[src/design/atg_pkg.sv]
// Purpose: Shared constants and types for the alert tone generator
// Assumes: APB register access, 32-bit data, one aligned word per register
// Notes:   All offsets, field positions and reset values live here

package atg_pkg;

   // =========================================================================
   // Register map
   // =========================================================================
   localparam logic [11:0] TONE_CTRL_OFFSET = 12'h000;  // Tone frequency control
   localparam logic [11:0] VOL_CTRL_OFFSET  = 12'h004;  // Volume modulation control
   localparam logic [11:0] STATUS_OFFSET    = 12'h008;  // Block status, read only

   localparam logic [7:0]  TONE_CTRL_RESET  = 8'h00;    // Tone off, output floats
   localparam logic [7:0]  VOL_CTRL_RESET   = 8'h00;    // No modulation

   // Status register bit positions
   localparam int STAT_PLL_POS   = 0;                   // Engaged loop seen
   localparam int STAT_TONE_POS  = 1;                   // Raw square wave level
   localparam int STAT_MOD_POS   = 2;                   // Modulating clock level
   localparam int STAT_OE_POS    = 3;                   // Alert pin driven

   // =========================================================================
   // Tone select codes
   // =========================================================================
   localparam logic [3:0] TONE_OFF   = 4'h0;            // High impedance
   localparam logic [3:0] TONE_GND   = 4'hF;            // Static logic 0

   // =========================================================================
   // Modulation selections
   // =========================================================================
   localparam logic [1:0] MDIV_1     = 2'h0;            // Base clock / 1
   localparam logic [1:0] MDIV_2     = 2'h1;            // Base clock / 2
   localparam logic [1:0] MDIV_4     = 2'h2;            // Base clock / 4
   localparam logic [1:0] MDIV_8X    = 2'h3;            // /8 or crystal
   localparam logic [4:0] PHASES_8   = 5'h08;           // 8-phase wrap
   localparam logic [4:0] PHASES_16  = 5'h10;           // 16-phase wrap
   localparam int         SYNC_BITS  = 4;               // Synchronised pins

   // =========================================================================
   // Carriers
   // =========================================================================
   typedef struct packed {
      logic [3:0] reserved;                             // Stored, no effect
      logic [3:0] tone_select_field;                    // Tone divisor code
   } atg_tone_ctrl_t;

   typedef struct packed {
      logic       phase_count_select;                   // 1 = 8 phases
      logic       modulation_source_select;             // 1 = clock direct
      logic       mod_divider_bit_hi;                   // Divider code high
      logic       mod_divider_bit_lo;                   // Divider code low
      logic [3:0] duty_cycle_field;                     // High counts
   } atg_vol_ctrl_t;

   // Half of each oscillator divisor, per tone code
   function automatic logic [5:0] atg_half_div(input logic [3:0] code);
      logic [5:0] h;
      h = 6'h00;
      case (code)
         4'h1:    h = 6'h10;   // /32
         4'h2:    h = 6'h04;   // /8
         4'h3:    h = 6'h08;   // /16
         4'h4:    h = 6'h03;   // /6
         4'h5:    h = 6'h06;   // /12
         4'h6:    h = 6'h0C;   // /24
         4'h7:    h = 6'h18;   // /48
         4'h8:    h = 6'h05;   // /10
         4'h9:    h = 6'h0A;   // /20
         4'hA:    h = 6'h14;   // /40
         4'hB:    h = 6'h28;   // /80
         4'hC:    h = 6'h07;   // /14
         4'hD:    h = 6'h0E;   // /28
         4'hE:    h = 6'h1C;   // /56
         default: h = 6'h00;
      endcase
      return h;
   endfunction

endpackage

[src/design/atg_tone_div.sv]
// Purpose: Square wave divider counting oscillator edges
// Assumes: Oscillator rising edges arrive as one-cycle pulses
// Notes:   Output toggles every half-divisor edges

`timescale 1ns/10ps

module atg_tone_div
(
   input  wire logic       i_clock,    // System clock
   input  wire logic       i_resetn,   // Sync reset, active low
   input  wire logic       i_run,      // Divider allowed to count
   input  wire logic       i_osc_rise, // Oscillator rising edge pulse
   input  wire logic [5:0] i_half,     // Half divisor in osc edges
   output logic            o_tone      // Square wave level
);

   logic [5:0] count_q;
   logic       tone_q;

   // =========================================================================
   // Half period counter
   // =========================================================================
   always_ff @(posedge i_clock)
   begin
      if (!i_resetn || !i_run)
      begin
         count_q <= 6'h00;
      end
      else if (i_osc_rise)
      begin
         if (count_q + 6'h01 >= i_half)
         begin
            count_q <= 6'h00;
         end
         else
         begin
            count_q <= count_q + 6'h01;
         end
      end
   end

   // Toggle at the end of each half period
   always_ff @(posedge i_clock)
   begin
      if (!i_resetn || !i_run)
      begin
         tone_q <= 1'b0;
      end
      else if (i_osc_rise && (count_q + 6'h01 >= i_half))
      begin
         tone_q <= ~tone_q;
      end
   end

   assign o_tone = tone_q;

endmodule // atg_tone_div

[src/design/atg_top.sv]
// Purpose: Alert tone generator with volume modulation, APB slave
// Assumes: Oscillator, base and crystal clocks sampled as plain pins
// Notes:   Alert pin is two signals: level, enable; no inout here

`timescale 1ns/10ps

module atg_top
(
   input  wire logic        I_CLOCK,       // 200 MHz system clock
   input  wire logic        I_RESETN,      // Sync reset, active low
   input  wire logic        I_PSEL,        // APB select
   input  wire logic        I_PENABLE,     // APB access phase
   input  wire logic        I_PWRITE,      // APB write
   input  wire logic [11:0] I_PADDR,       // APB byte address
   input  wire logic [31:0] I_PWDATA,      // APB write data
   input  wire logic [3:0]  I_PSTRB,       // APB byte strobes
   output logic      [31:0] O_PRDATA,      // APB read data
   output logic             O_PREADY,      // APB ready
   output logic             O_PSLVERR,     // APB error, unmapped
   input  wire logic        I_PLL_ENGAGED, // Loop engaged, async
   input  wire logic        I_OSC_CLK,     // Oscillator clock pin
   input  wire logic        I_BASE_CLK,    // Modulation base clock
   input  wire logic        I_XTAL_CLK,    // Crystal clock pin
   output logic             O_ALERT,       // Alert pin level
   output logic             O_ALERT_OE     // Alert pin drive enable
);

   // =========================================================================
   // Declarations
   // =========================================================================
   atg_pkg::atg_tone_ctrl_t tone_ctrl_q;
   atg_pkg::atg_vol_ctrl_t  vol_ctrl_q;

   logic [atg_pkg::SYNC_BITS-1:0] pin_raw;
   logic [atg_pkg::SYNC_BITS-1:0] sync1_q;
   logic [atg_pkg::SYNC_BITS-1:0] sync2_q;
   logic [atg_pkg::SYNC_BITS-1:0] prev_q;

   logic        pll_ok;
   logic        osc_rise;
   logic        base_rise;
   logic        base_lvl;
   logic        xtal_lvl;

   logic        pready_q;
   logic        pslverr_q;
   logic [31:0] prdata_q;
   logic        access;
   logic        wr_en;
   logic        mapped;
   logic [31:0] rd_mux;

   logic [2:0]  base_div_q;
   logic        high_modulation_clock;
   logic        high_mod_prev_q;
   logic        high_mod_rise;
   logic [3:0]  phase_q;
   logic [4:0]  phase_wrap;
   logic        duty_modulator_output;
   logic        volume_modulating_clock;
   logic        mod_en;
   logic        tone;
   logic [3:0]  sel;
   logic [1:0]  mdiv;

   logic        alert_d;
   logic        alert_oe_d;
   logic        alert_q;
   logic        alert_oe_q;

   // =========================================================================
   // Pin synchronisers
   // =========================================================================
   assign pin_raw = {I_XTAL_CLK, I_BASE_CLK, I_OSC_CLK, I_PLL_ENGAGED};

   // Two flops per pin, then an edge history flop
   genvar gi;
   generate
      for (gi = 0; gi < atg_pkg::SYNC_BITS; gi++)
      begin : g_sync
         always_ff @(posedge I_CLOCK)
         begin
            if (!I_RESETN)
            begin
               sync1_q[gi] <= 1'b0;
               sync2_q[gi] <= 1'b0;
               prev_q[gi]  <= 1'b0;
            end
            else
            begin
               sync1_q[gi] <= pin_raw[gi];
               sync2_q[gi] <= sync1_q[gi];
               prev_q[gi]  <= sync2_q[gi];
            end
         end
      end
   endgenerate

   // Clean levels and edges
   assign pll_ok    = sync2_q[0];
   assign osc_rise  = sync2_q[1] & ~prev_q[1];
   assign base_lvl  = sync2_q[2];
   assign base_rise = sync2_q[2] & ~prev_q[2];
   assign xtal_lvl  = sync2_q[3];

   // =========================================================================
   // APB slave
   // =========================================================================
   assign access = I_PSEL & I_PENABLE;
   assign wr_en  = access & pready_q & I_PWRITE & I_PSTRB[0];
   assign mapped = (I_PADDR == atg_pkg::TONE_CTRL_OFFSET) ||
                   (I_PADDR == atg_pkg::VOL_CTRL_OFFSET)  ||
                   (I_PADDR == atg_pkg::STATUS_OFFSET);

   // Read data selection
   always_comb
   begin
      rd_mux = 32'h0000_0000;
      case (I_PADDR)
         atg_pkg::TONE_CTRL_OFFSET: rd_mux[7:0] = tone_ctrl_q;
         atg_pkg::VOL_CTRL_OFFSET:  rd_mux[7:0] = vol_ctrl_q;
         atg_pkg::STATUS_OFFSET:
         begin
            rd_mux[atg_pkg::STAT_PLL_POS]  = pll_ok;
            rd_mux[atg_pkg::STAT_TONE_POS] = tone;
            rd_mux[atg_pkg::STAT_MOD_POS]  = volume_modulating_clock;
            rd_mux[atg_pkg::STAT_OE_POS]   = alert_oe_q;
         end
         default:                   rd_mux = 32'h0000_0000;
      endcase
   end

   // One wait state, ready for a single cycle
   always_ff @(posedge I_CLOCK)
   begin
      if (!I_RESETN)
      begin
         pready_q  <= 1'b0;
         pslverr_q <= 1'b0;
         prdata_q  <= 32'h0000_0000;
      end
      else if (access && !pready_q)
      begin
         pready_q  <= 1'b1;
         pslverr_q <= ~mapped;
         prdata_q  <= I_PWRITE ? 32'h0000_0000 : rd_mux;
      end
      else
      begin
         pready_q  <= 1'b0;
         pslverr_q <= 1'b0;
      end
   end

   // Tone control register
   always_ff @(posedge I_CLOCK)
   begin
      if (!I_RESETN)
      begin
         tone_ctrl_q <= atg_pkg::TONE_CTRL_RESET;
      end
      else if (wr_en && I_PADDR == atg_pkg::TONE_CTRL_OFFSET)
      begin
         tone_ctrl_q <= I_PWDATA[7:0];
      end
   end

   // Volume modulation control register
   always_ff @(posedge I_CLOCK)
   begin
      if (!I_RESETN)
      begin
         vol_ctrl_q <= atg_pkg::VOL_CTRL_RESET;
      end
      else if (wr_en && I_PADDR == atg_pkg::VOL_CTRL_OFFSET)
      begin
         vol_ctrl_q <= I_PWDATA[7:0];
      end
   end

   assign O_PREADY  = pready_q;
   assign O_PSLVERR = pslverr_q;
   assign O_PRDATA  = prdata_q;

   // =========================================================================
   // Tone square wave
   // =========================================================================
   assign sel = tone_ctrl_q.tone_select_field;

   atg_tone_div u_tone_div
   (
      .i_clock    (I_CLOCK),
      .i_resetn   (I_RESETN),
      .i_run      (pll_ok && sel != atg_pkg::TONE_OFF && sel != atg_pkg::TONE_GND),
      .i_osc_rise (osc_rise),
      .i_half     (atg_pkg::atg_half_div(sel)),
      .o_tone     (tone)
   );

   // =========================================================================
   // High modulation clock
   // =========================================================================
   assign mdiv = {vol_ctrl_q.mod_divider_bit_hi, vol_ctrl_q.mod_divider_bit_lo};

   // Binary count of base clock edges
   always_ff @(posedge I_CLOCK)
   begin
      if (!I_RESETN || !pll_ok)
      begin
         base_div_q <= 3'h0;
      end
      else if (base_rise)
      begin
         base_div_q <= base_div_q + 3'h1;
      end
   end

   // Divider and crystal selection
   always_comb
   begin
      high_modulation_clock = base_lvl;
      case (mdiv)
         atg_pkg::MDIV_1: high_modulation_clock = base_lvl;
         atg_pkg::MDIV_2: high_modulation_clock = base_div_q[0];
         atg_pkg::MDIV_4: high_modulation_clock = base_div_q[1];
         atg_pkg::MDIV_8X:
         begin
            high_modulation_clock = vol_ctrl_q.modulation_source_select ? xtal_lvl : base_div_q[2];
         end
         default:         high_modulation_clock = base_lvl;
      endcase
   end

   // Edge history of the selected clock
   always_ff @(posedge I_CLOCK)
   begin
      if (!I_RESETN)
      begin
         high_mod_prev_q <= 1'b0;
      end
      else
      begin
         high_mod_prev_q <= high_modulation_clock;
      end
   end

   assign high_mod_rise = high_modulation_clock & ~high_mod_prev_q;

   // =========================================================================
   // Duty cycle modulator
   // =========================================================================
   // phase count wrap
   assign phase_wrap = vol_ctrl_q.phase_count_select ? atg_pkg::PHASES_8
                                                     : atg_pkg::PHASES_16;

   // Phase counter on modulation clock edges
   always_ff @(posedge I_CLOCK)
   begin
      if (!I_RESETN || !pll_ok)
      begin
         phase_q <= 4'h0;
      end
      else if (high_mod_rise)
      begin
         if ({1'b0, phase_q} + 5'h01 >= phase_wrap)
         begin
            phase_q <= 4'h0;
         end
         else
         begin
            phase_q <= phase_q + 4'h1;
         end
      end
   end

   assign duty_modulator_output = (phase_q < vol_ctrl_q.duty_cycle_field);

   assign volume_modulating_clock = vol_ctrl_q.modulation_source_select ? high_modulation_clock
                                                                        : duty_modulator_output;

   assign mod_en = vol_ctrl_q.modulation_source_select ||
                   (vol_ctrl_q.duty_cycle_field != 4'h0);

   // =========================================================================
   // Alert pin
   // =========================================================================
   always_comb
   begin
      alert_d    = 1'b0;
      alert_oe_d = 1'b0;
      if (!pll_ok)
      begin
         alert_d    = 1'b0;
         alert_oe_d = 1'b0;
      end
      else if (sel == atg_pkg::TONE_OFF)
      begin
         alert_d    = 1'b0;
         alert_oe_d = 1'b0;
      end
      else if (sel == atg_pkg::TONE_GND)
      begin
         alert_d    = 1'b0;
         alert_oe_d = 1'b1;
      end
      else
      begin
         alert_d    = mod_en ? (tone & volume_modulating_clock) : tone;
         alert_oe_d = 1'b1;
      end
   end

   // Output flops
   always_ff @(posedge I_CLOCK)
   begin
      if (!I_RESETN)
      begin
         alert_q    <= 1'b0;
         alert_oe_q <= 1'b0;
      end
      else
      begin
         alert_q    <= alert_d;
         alert_oe_q <= alert_oe_d;
      end
   end

   assign O_ALERT    = alert_q;
   assign O_ALERT_OE = alert_oe_q;

endmodule // atg_top

[config.mk]
export PLATFORM = sky130hd
export DESIGN_NAME = atg_top
export DESIGN_NICKNAME = d
export VERILOG_FILES = /design/src/design/atg_pkg.sv /design/src/design/atg_tone_div.sv /design/src/design/atg_top.sv
export SDC_FILE = /design/constraint.sdc
export NUM_CORES = 1
export LEC_CHECK = 0
export ABC_AREA = 1
export BUFFER_PORTS_ARGS = -buffer_cell sky130_fd_sc_hd__buf_4
export CAP_MARGIN = 20
export CORE_MARGIN = 2
export CORE_UTILIZATION = 47
export DETAILED_ROUTE_END_ITERATION = 7
export GPL_ROUTABILITY_DRIVEN = 0
export PLACE_DENSITY = 0.85
export SYNTH_ARGS = -nofsm -noshare
export SYNTH_HDL_FRONTEND = slang
export SYNTH_SLANG_ARGS = --single-unit
[constraint.sdc]
create_clock -name I_CLOCK -period 1.6 [get_ports I_CLOCK]
set_input_delay 0.08 -clock I_CLOCK [delete_from_list [all_inputs] [get_ports I_CLOCK]]
set_output_delay 0.08 -clock I_CLOCK [all_outputs]
set_load 0.02 [all_outputs]
# [Word-level counts from Yosys, hierarchy flattened]
# Memories as Yosys holds them, arrays and structs flattened. A register that Yosys moved wholly into a read port is not among the register bits.
# Cells that the tools add are included.
[totals] output_inout_bits=36 regBits=77 mem_count=1 mem_bits_ro=96 input_bits=57 wordCells=94
[op_classes] n_bitwise=15 reduce_logical=23 n_eq_ne=7 mux=14 n_addsub=4 order_cmp=3
[memory_table] name="(no name shown)" words=16 word_bits=6 read_ports=1 rd_ports_with_merged_regs=1 wr=0 line_no="atg_pkg.sv:60" rtl="case (code)"
[op_table] cell="== test 12 x 3 -> 1 bit (second input constant)" n=1
[op_table] cell="== test 12 x 4 -> 1 bit (second input constant)" n=1
[op_table] cell="logical NOT 12 bit" n=1
[op_table] cell="2-to-1 mux 4 bit" n=3
[op_table] cell="case mux 4 bit (3 select lines)" n=1
[op_table] cell="bitwise AND 1 bit" n=8
[op_table] cell="2-to-1 mux 8 bit" n=1
[op_table] cell="case mux 4 bit (2 select lines)" n=1
[op_table] cell="nonzero test 4 bit" n=2
[op_table] cell="inverter 1 bit" n=7
[op_table] cell="adder 6 x 1 -> 6 bit (second input constant)" n=1
[op_table] cell=">= comparator 6 bit" n=1
[op_table] cell="logical AND 1 bit" n=6
[op_table] cell="2-to-1 mux 6 bit" n=1
[op_table] cell="adder 4 x 1 -> 5 bit (second input constant)" n=1
[op_table] cell=">= comparator 5 bit" n=1
[op_table] cell="logical OR 1 bit" n=5
[op_table] cell="2-to-1 mux 1 bit" n=5
[op_table] cell="2-to-1 mux 5 bit" n=1
[op_table] cell="adder 4 x 1 -> 4 bit (second input constant)" n=1
[op_table] cell="== test 2 bit (second input constant)" n=2
[op_table] cell="== test 4 bit (second input constant)" n=1
[op_table] cell="logical NOT 1 bit" n=4
[op_table] cell="logical NOT 4 bit" n=1
[op_table] cell="8 further kinds" n=9

# [Depth between registers and ports, before layout]
# Gate-level depths: netlist of run 1.
[depth] ltp_word=7 ltp_mapped=14 depth_no_buf=14

# [Hierarchy]
# A second synthesis of run 1 with hierarchy kept.
[hier_totals] cells_unflattened=441 hier_area_um2=3228.1
[by_module_without_submodules] module="atg_top" seq_area_each_um2=1041.0 n_inst=1 area_per_inst_um2=2691.3 cells_per_inst=361
[by_module_without_submodules] module="atg_tone_div" seq_area_each_um2=140.1 n_inst=1 area_per_inst_um2=536.8 cells_per_inst=80

# [Worst setup path after synthesis of run 1]
# OpenSTA, ideal clock, no wires.
[synth_path] path_type="reg-to-reg" from="reg pready_q (netlist: O_PREADY)" to="reg, netlist name u_tone_div.i_half[4]" t_required_ps=1488 setup_time_ps=112 setup_slack_ps=-299 path_buffers=0 stages_incl_launch_ff=13 period_less_slack_ps=1899 arrival_time_ps=1786 cell_sequence="dfxtp_1 nand3_1 nor2_2 nand3_4 nand2_1 o21ai_1 nor2_1 inv_1 ha_1 nand2_1 o21ai_0 nand2_1 nand2_1"
[synth_via] elab_chain_cells=6
[synth_lines] element="start: declaration" line_no="atg_top.sv:45" rtl="logic pready_q;"
[synth_lines] element="start signal: assignment" line_no="atg_top.sv:138" rtl="pready_q <= 1'b0;"
[synth_lines] element="start signal: assignment" line_no="atg_top.sv:144" rtl="pready_q <= 1'b1;"
[synth_lines] element="start signal: assignment" line_no="atg_top.sv:150" rtl="pready_q <= 1'b0;"
[synth_lines] element="bitwise AND 1 bit (3 in series)" line_no="atg_top.sv:110" rtl="assign wr_en = access & pready_q & I_PWRITE & I_PSTRB[0];"
[synth_lines] element="logical AND 1 bit" line_no="atg_top.sv:162" rtl="else if (wr_en && I_PADDR == atg_pkg::TONE_CTRL_OFFSET)"
[synth_lines] element="2-to-1 mux 4 bit (no line) (2 in series)"
# Every way passes these cells.
# A chain may end at the register's enable or synchronous reset.

# [Worst setup path after layout of run 1]
[layout_path] from="reg u_tone_div.count_q[1]" to="reg u_tone_div.tone_q (netlist: u_tone_div.o_tone)"
[layout_via] elab_chain_cells=3
[layout_lines] element="start: declaration" line_no="atg_tone_div.sv:17" rtl="logic [5:0] count_q;"
[layout_lines] element="start signal: assignment" line_no="atg_tone_div.sv:37" rtl="count_q <= count_q + 6'h01;"
[layout_lines] element="adder 6 x 1 -> 6 bit" line_no="atg_tone_div.sv:49" rtl="else if (i_osc_rise && (count_q + 6'h01 >= i_half))"
[layout_lines] element=">= comparator 6 bit" line_no="atg_tone_div.sv:49"
[layout_lines] element="logical AND 1 bit" line_no="atg_tone_div.sv:49"
[layout_lines] element="end signal: assignment" line_no="atg_tone_div.sv:51" rtl="tone_q <= ~tone_q;"
[layout_lines] element="end: declaration" line_no="atg_tone_div.sv:18" rtl="logic tone_q;"
# Every way passes these cells.

==> flow_summary_export.csv, run 1 <==
group,metric,value,unit
status,outcome,"finished with violations",
status,violations,"negative setup slack",
synthesis,yosysWarnings,0,
synthesis,synth_flop_cell,"dfxtp_1",
floorplan,die_width,85.57,um
clocking,cts_tree,"built",
worst_setup_path,crit_top_cell,"nand3_2",
synthesis,synth_area_leader_cell,"dfxtp_1",
worst_setup_path,crit_arrival,2.34,ns
sta,finalWorstSetupSlack,-0.5102,ns
worst_setup_path,path_max_fanout,3,
clocking,cts_sinks,59,
synthesis,async_flop_share,0,%
routing,drcViolationCount,0,
sta,post-route-min-period,2.110,ns
synthesis,yosys_register_bits,59,
global_route,gr-total-overflow,0,
cells_and_area,design_area,4367,sq um
cells_and_area,final_nets,601,
worst_setup_path,timing.rr.start,"u_tone_div.count_q[1]$_SDFFE_PP0P_",
sta,hold_ws,0.02047,ns
cells_and_area,final_core_util,68.38,%
clocking,cts_made_buffers,9,
worst_hold_path,hp-class,"in -> reg",
floorplan,die_h,85.57,um
synthesis,avgSynthCellArea,7.323,sq um
cells_and_area,syn_to_final_growth,39.66,%
power_and_ir_drop,p_leak,1.981,nW
power_and_ir_drop,powerDensity,702.7,nW/um^2
floorplan,fp.dieArea,7321,sq um
worst_setup_path,cp-start-kind,"flop",
floorplan,io_pins,93,
place,dpl_cell_area,3666,sq um
clocking,path_clk_slew,0.07,ns
worst_setup_path,crit_type,"reg -> reg",
clocking,cts_root_buffer,"clkbuf_8",
sta,hold_violations,0,
power_and_ir_drop,irDropWorstVdd,0.5017,mV
sta,period_share,131.9,%
sta,tightest_slew,0.5389,ns
global_route,grt_pass1_wl,11.70,mm
synthesis,synth_edf_count,0,
sta,rsz0062_at_grt,"yes",
worst_setup_path,max_stage_delay,0.34,ns
global_route,grt_usage,19.98,%
worst_hold_path,hold_depth,3,
worst_setup_path,critPathSlowestCell,"dfxtp_2",
worst_setup_path,path_cells,"nand3_2, nand3b_1, xnor2_2, ha_1, nand2_1, inv_1, nand4_1, nand3_2, nand2_2, o21bai_1, a21oi_1",
worst_setup_path,reg2reg_depth,11,
sta,finClkSkew,0.008342,ns
synthesis,yosysSeqAreaShare,37.78,%
routing,drtIter0Drc,234,
routing,drt.antenna.violating_nets,0,
routing,wire_per_inst,14.11,um
synthesis,ys_types,34,
floorplan,core,6386,sq um
flow_run,maxCapViolations,0,
synthesis,synthTopCellsByCount,"nand2_1, inv_1, dfxtp_1",
worst_hold_path,min_to,"tone_ctrl_q[4]$_SDFFE_PN0N_",
cells_and_area,drive_gt1_share,33.14,%
sta,fmax,0.4739,GHz
global_route,grt_max_degree,17,
place,port_buffers,41,
routing,firstDrtPassIters,7,
place,dp_hpwl,5.186,mm
power_and_ir_drop,total_power,3.069,mW
global_route,grt_pass1_vias,2757,
worst_setup_path,r2r_slack,-0.51,ns
cells_and_area,antenna_cells,0,
global_route,antenna_found_initial,0,
sta,slew_headroom,63.94,%
clocking,clk_latency,0.35,ns
synthesis,yosysMostFrequentCell,"nand2_1",
routing,num_vias,3105,
worst_hold_path,hold_start,"I_PWDATA[4]",
synthesis,synth_area,3127,sq um
worst_setup_path,cp.required,1.82,ns
floorplan,row_count,29,
worst_setup_path,worst_setup_path_end_kind,"flop",
synthesis,synth_top_cell_area_share,37.78,%
clocking,htree_levels,3,
sta,slew_viol_final,0,
routing,totalWireLength,8.537,mm
worst_setup_path,r2r-end,"u_tone_div.o_tone$_SDFFE_PP0P_",
synthesis,ys_top_cells_by_area,"dfxtp_1, nand2_1, ha_1",
sta,setup_viol,14,
synthesis,syn_inst,427,
routing,via_per_inst,5.132,
floorplan,start_util,48.96,%
clocking,clk_path_buf_depth,2,
-- routing by layer --
| layer | share of wire, % | up-vias | GRT usage, % |
|---|---|---|---|
| met5 | 0 | - | 0 |
| met4 | 4.0 | 0 | 9.524 |
| met3 | 7.4 | 36 | 4.524 |
| met2 | 50 | 152 | 35.37 |
| met1 | 39 | 1417 | 22.70 |
| li1 | - | 1500 | - |
-- critical path, delay by kind of cell (launching register included) --
family	cells	cell delay (ns)
buffers and inverters	1	0.08
XOR/XNOR	1	0.19
flip-flops	1	0.34
adder cells (fa/ha/maj)	1	0.32
AO/OA/AOI/OAI	2	0.33
AND/OR/NAND/NOR	6	0.75
-- cells in the final DEF, fill, tap and decap left out, types with 2 or more instances in the layout --
cell type	netlist	routed
o21ai_2	0	5
nor2_2	2	2
o21ai_1	3	2
nand2_1	97	88
inv_1	66	61
o21ai_0	24	19
clkinvlp_4	0	2
clkbuf_1	4	2
clkbuf_8	0	10
a21oi_2	0	4
conb_1	1	24
ha_1	21	13
nand2_4	0	3
xor2_1	5	4
dfxtp_1	59	52
nor2_1	24	22
nand3_2	1	4
nor3_2	2	3
a21oi_1	34	29
nand2_2	5	11
xnor2_2	0	2
nand4_1	6	6
nand3_4	1	5
dlygate4sd3_1	0	4
buf_4	25	80
inv_2	3	6
o22ai_1	4	4
nor2_4	3	5
dfxtp_2	0	6
inv_4	0	2
nand3_1	20	13
buf_6	1	9
o211ai_1	3	3
ha_4	0	8
-- stage by stage --
stage	setup WS, ns	cells	setup TNS, ns
finish	-0.5102	605	-3.259
global route	-0.5531	605	-4.543
CTS	-0.2847	593	-1.853
detailed placement	-0.3246	567	-2.574
global placement	-0.2020	567	-1.472
floorplan	-0.1348	450	-1.080
-- how the worst max path moves through the flow --
stage	startpoint	endpoint	slack [ns]	cells after the start
after CTS	u_tone_div.count_q[1]$_SDFFE_PP0P_	u_tone_div.o_tone$_SDFFE_PP0P_	-0.28	11
final	u_tone_div.count_q[1]$_SDFFE_PP0P_	u_tone_div.o_tone$_SDFFE_PP0P_	-0.51	11
after detailed placement	u_tone_div.count_q[1]$_SDFFE_PP0P_	u_tone_div.count_q[4]$_SDFFE_PP0P_	-0.32	10
after global routing	u_tone_div.count_q[1]$_SDFFE_PP0P_	u_tone_div.o_tone$_SDFFE_PP0P_	-0.55	11
after global placement	u_tone_div.count_q[1]$_SDFFE_PP0P_	u_tone_div.count_q[4]$_SDFFE_PP0P_	-0.20	10
after floorplan	u_tone_div.count_q[2]$_SDFFE_PP0P_	u_tone_div.count_q[3]$_SDFFE_PP0P_	-0.13	10
-- logic make-up after synthesis --
group,count (synthesis),synth area share (%)
compound gates,72,12.28
xor+xnor,8,2.241
fa+ha+maj,21,8.403
buf+inv,100,15.29
flops,59,37.78
other cells,1,0.1199
simple gates,166,23.89
-- power by group --
group          internal, mW  switching (mW)  total, mW
sequential             1.48         0.00745       1.49
combinational        0.0852           0.141      0.226
clock                 0.759           0.594       1.35
-- final cells by class --
type | instances | area [sq um]
sequential | 59 | 1192
clock buffer | 12 | 145.1
multi-input combinational | 291 | 1877
timing repair buffer | 93 | 742.0
fill | 461 | 2019
clock inverter | 4 | 50.05
tap | 77 | 96.34
inverter | 69 | 264.0
-- flip-flops by register name (all words and copies together), names as in the netlist, 2 cells and up --
signal	flops
vol_ctrl_q	6
prev_q	2
O_PRDATA	8
base_div_q	3
phase_q	4
sync1_q	4
sel	4
u_tone_div.count_q	6
mdiv	2
u_tone_div.i_half	6
tone_ctrl_q	4
-- what timing repair did --
item,in CTS,in global routing
pin swaps,18,34
setup buffers,6,13
hold buffers,4,0
resized for setup,24,50
endpoints found under the hold margin,4,0
setup endpoints to repair,16,17
(Power assumes the default switching activity.)
==> run 2: changes to the inputs <==
Settings changed: CORE_ASPECT_RATIO set to 1.5.
==> run 2 against run 1 <==
  * The run still ends with negative setup slack left
  * Critical path type unchanged
  * Setup slack better by 0.22 ns
  * Largest cell class unchanged
  * Hold slack improved by 0.0094 ns
  * Final cell count shrank 1.5%
  * Count of clock-buffer cells in the layout decreased by 1
==> flow_summary_export.csv, run 2 (synthesized netlist as in run 1, its figures left out) <==
group,metric,value,unit
status,outcome,"finished with violations",
status,violations,"negative setup slack",
power_and_ir_drop,switching_share,20.40,%
power_and_ir_drop,p_int,2.799,mW
flow_run,maxCapViolations,0,
sta,tns,-2.459,ns
clocking,path_clk_slew,0.07,ns
power_and_ir_drop,powerDensity,809.5,nW/um^2
power_and_ir_drop,switchingPower,717.4,uW
global_route,grt_pass1_vias,3117,
routing,totalWireLength,8.155,mm
worst_setup_path,cp-start-kind,"flop",
power_and_ir_drop,combinationalPowerShare,6.4,%
floorplan,start_util,48.21,%
place,port_buffers,41,
place,pre_cts_ws,-0.3801,ns
floorplan,fp.dieArea,7334,sq um
power_and_ir_drop,total_power,3.517,mW
cells_and_area,largest_reg_flops,8,
routing,num_vias,3021,
routing,drtIter0Drc,172,
cells_and_area,final_common_cell,"nand2_1",
sta,post-route-min-period,1.892,ns
worst_setup_path,cp.required,1.88,ns
worst_setup_path,path_max_fanout,4,
worst_setup_path,worst_setup_path_end_kind,"flop",
cells_and_area,final_nets,593,
power_and_ir_drop,seqPwrFrac,42.3,%
cells_and_area,antenna_cells,0,
floorplan,row_count,36,
clocking,cts_root_buffer,"clkbuf_8",
global_route,grt_max_degree,19,
clocking,cts_made_buffers,9,
worst_setup_path,crit_top_cell,"nand3_2",
sta,rsz0062_at_grt,"yes",
floorplan,die_h,103.9,um
worst_setup_path,critPathSlowestCell,"dfxtp_2",
routing,via_per_inst,5.069,
worst_setup_path,path_cells,"nand3_2, nand3b_1, xnor2_2, ha_1, a21oi_1, o21a_1, nand3_2, nand2_4, nand3_4, a21oi_2",
worst_setup_path,reg2reg_depth,10,
power_and_ir_drop,irDropWorstVdd,0.6179,mV
worst_setup_path,crit_arrival,2.17,ns
power_and_ir_drop,clockPowerShare,51.3,%
sta,finalWorstSetupSlack,-0.2923,ns
routing,wire_per_inst,13.68,um
sta,period_share,118.3,%
clocking,cts_tree,"built",
global_route,grt_usage,22.63,%
worst_setup_path,crit_type,"reg -> reg",
place,dp_hpwl,5.809,mm
floorplan,core,6486,sq um
routing,firstDrtPassIters,4,
worst_hold_path,hold_depth,3,
cells_and_area,layout_common_cells,"nand2_1, buf_4, inv_1",
clocking,clk_path_buf_depth,2,
sta,setup_viol,11,
global_route,gr-total-overflow,0,
routing,drt.antenna.violating_nets,0,
global_route,antenna_found_initial,0,
worst_setup_path,max_stage_delay,0.35,ns
sta,fmax,0.5285,GHz
global_route,grt_pass1_wl,13.15,mm
floorplan,die_width,70.60,um
sta,finClkSkew,0.007554,ns
worst_hold_path,hp-class,"in -> reg",
cells_and_area,final_core_util,66.98,%
cells_and_area,drive_gt1_share,32.50,%
clocking,clk_latency,0.34,ns
floorplan,io_pins,93,
routing,drcViolationCount,0,
clocking,htree_levels,3,
sta,hold_violations,0,
power_and_ir_drop,p_leak,1.977,nW
cells_and_area,syn_to_final_growth,38.94,%
sta,slew_viol_final,0,
clocking,cts_sinks,59,
run 2: changes by cell type in the layout (fill, tap and decap cells not counted), sizes merged:
cell / change
buf: -8
bufinv: +3
clkinvlp: -2
clkbuf: -1
run 2: final timing paths:
check | from | endpoint | slack [ns]
max | u_tone_div.count_q[1]$_SDFFE_PP0P_ | u_tone_div.count_q[3]$_SDFFE_PP0P_ | -0.29
min | I_PWDATA[7] | tone_ctrl_q[7]$_SDFFE_PN0N_ | 0.03
min reg2reg | sync1_q[0]$_SDFF_PN0_ | pll_ok$_SDFF_PN0_ | 0.41
max reg2reg | u_tone_div.count_q[1]$_SDFFE_PP0P_ | u_tone_div.count_q[3]$_SDFFE_PP0P_ | -0.29
run 2: cell type report:
class	count	area, sq um
clock buffers	11	141.4
clock inverters	5	125.1
fillers	510	2142
inverters	69	266.5
multi-input cells	291	1841
flip-flops and latches	59	1194
well taps	76	95.09
repair buffers	85	681.9
run 2: routing by layer:
metal,share of wire (%),track usage [%]
met4,6.9,16.44
met3,3.8,4.748
met1,34,20.37
met2,55,42.72
met5,0,0
run 2: critical path: cells and delay by family (launching register included):
family          cells  cell delay (ns)
flops               1             0.35
compound gates      3             0.42
xor+xnor            1             0.18
fa+ha+maj           1             0.31
simple gates        5             0.58
run 2: timing repair:
action                                 CTS  global route
pin swaps                               22            22
endpoints found under the hold margin    4             0
setup endpoints to repair               15            17
hold buffers                             4             0
buffers inserted                         8             3
gates resized for setup                 33            40
run 2: metrics by stage:
stage          area, sq um  hold WS [ns]  std cells
4_1_cts               4182       0.01449        595
5_1_grt               4344       0.03128        596
3_3_place_gp          3672        0.2629        567
3_5_place_dp          3672        0.2695        567
6_report              4344       0.02991        596
2_1_floorplan         3256        0.1776        450
run 2: power by group through the flow:
stage	registers, mW	logic [mW]	clock network [mW]
floorplan	1.52	0.160	0
global placement	1.52	0.203	0
detailed placement	1.52	0.207	0
global route	1.49	0.244	1.89
CTS	1.49	0.220	1.82
finish	1.49	0.224	1.80
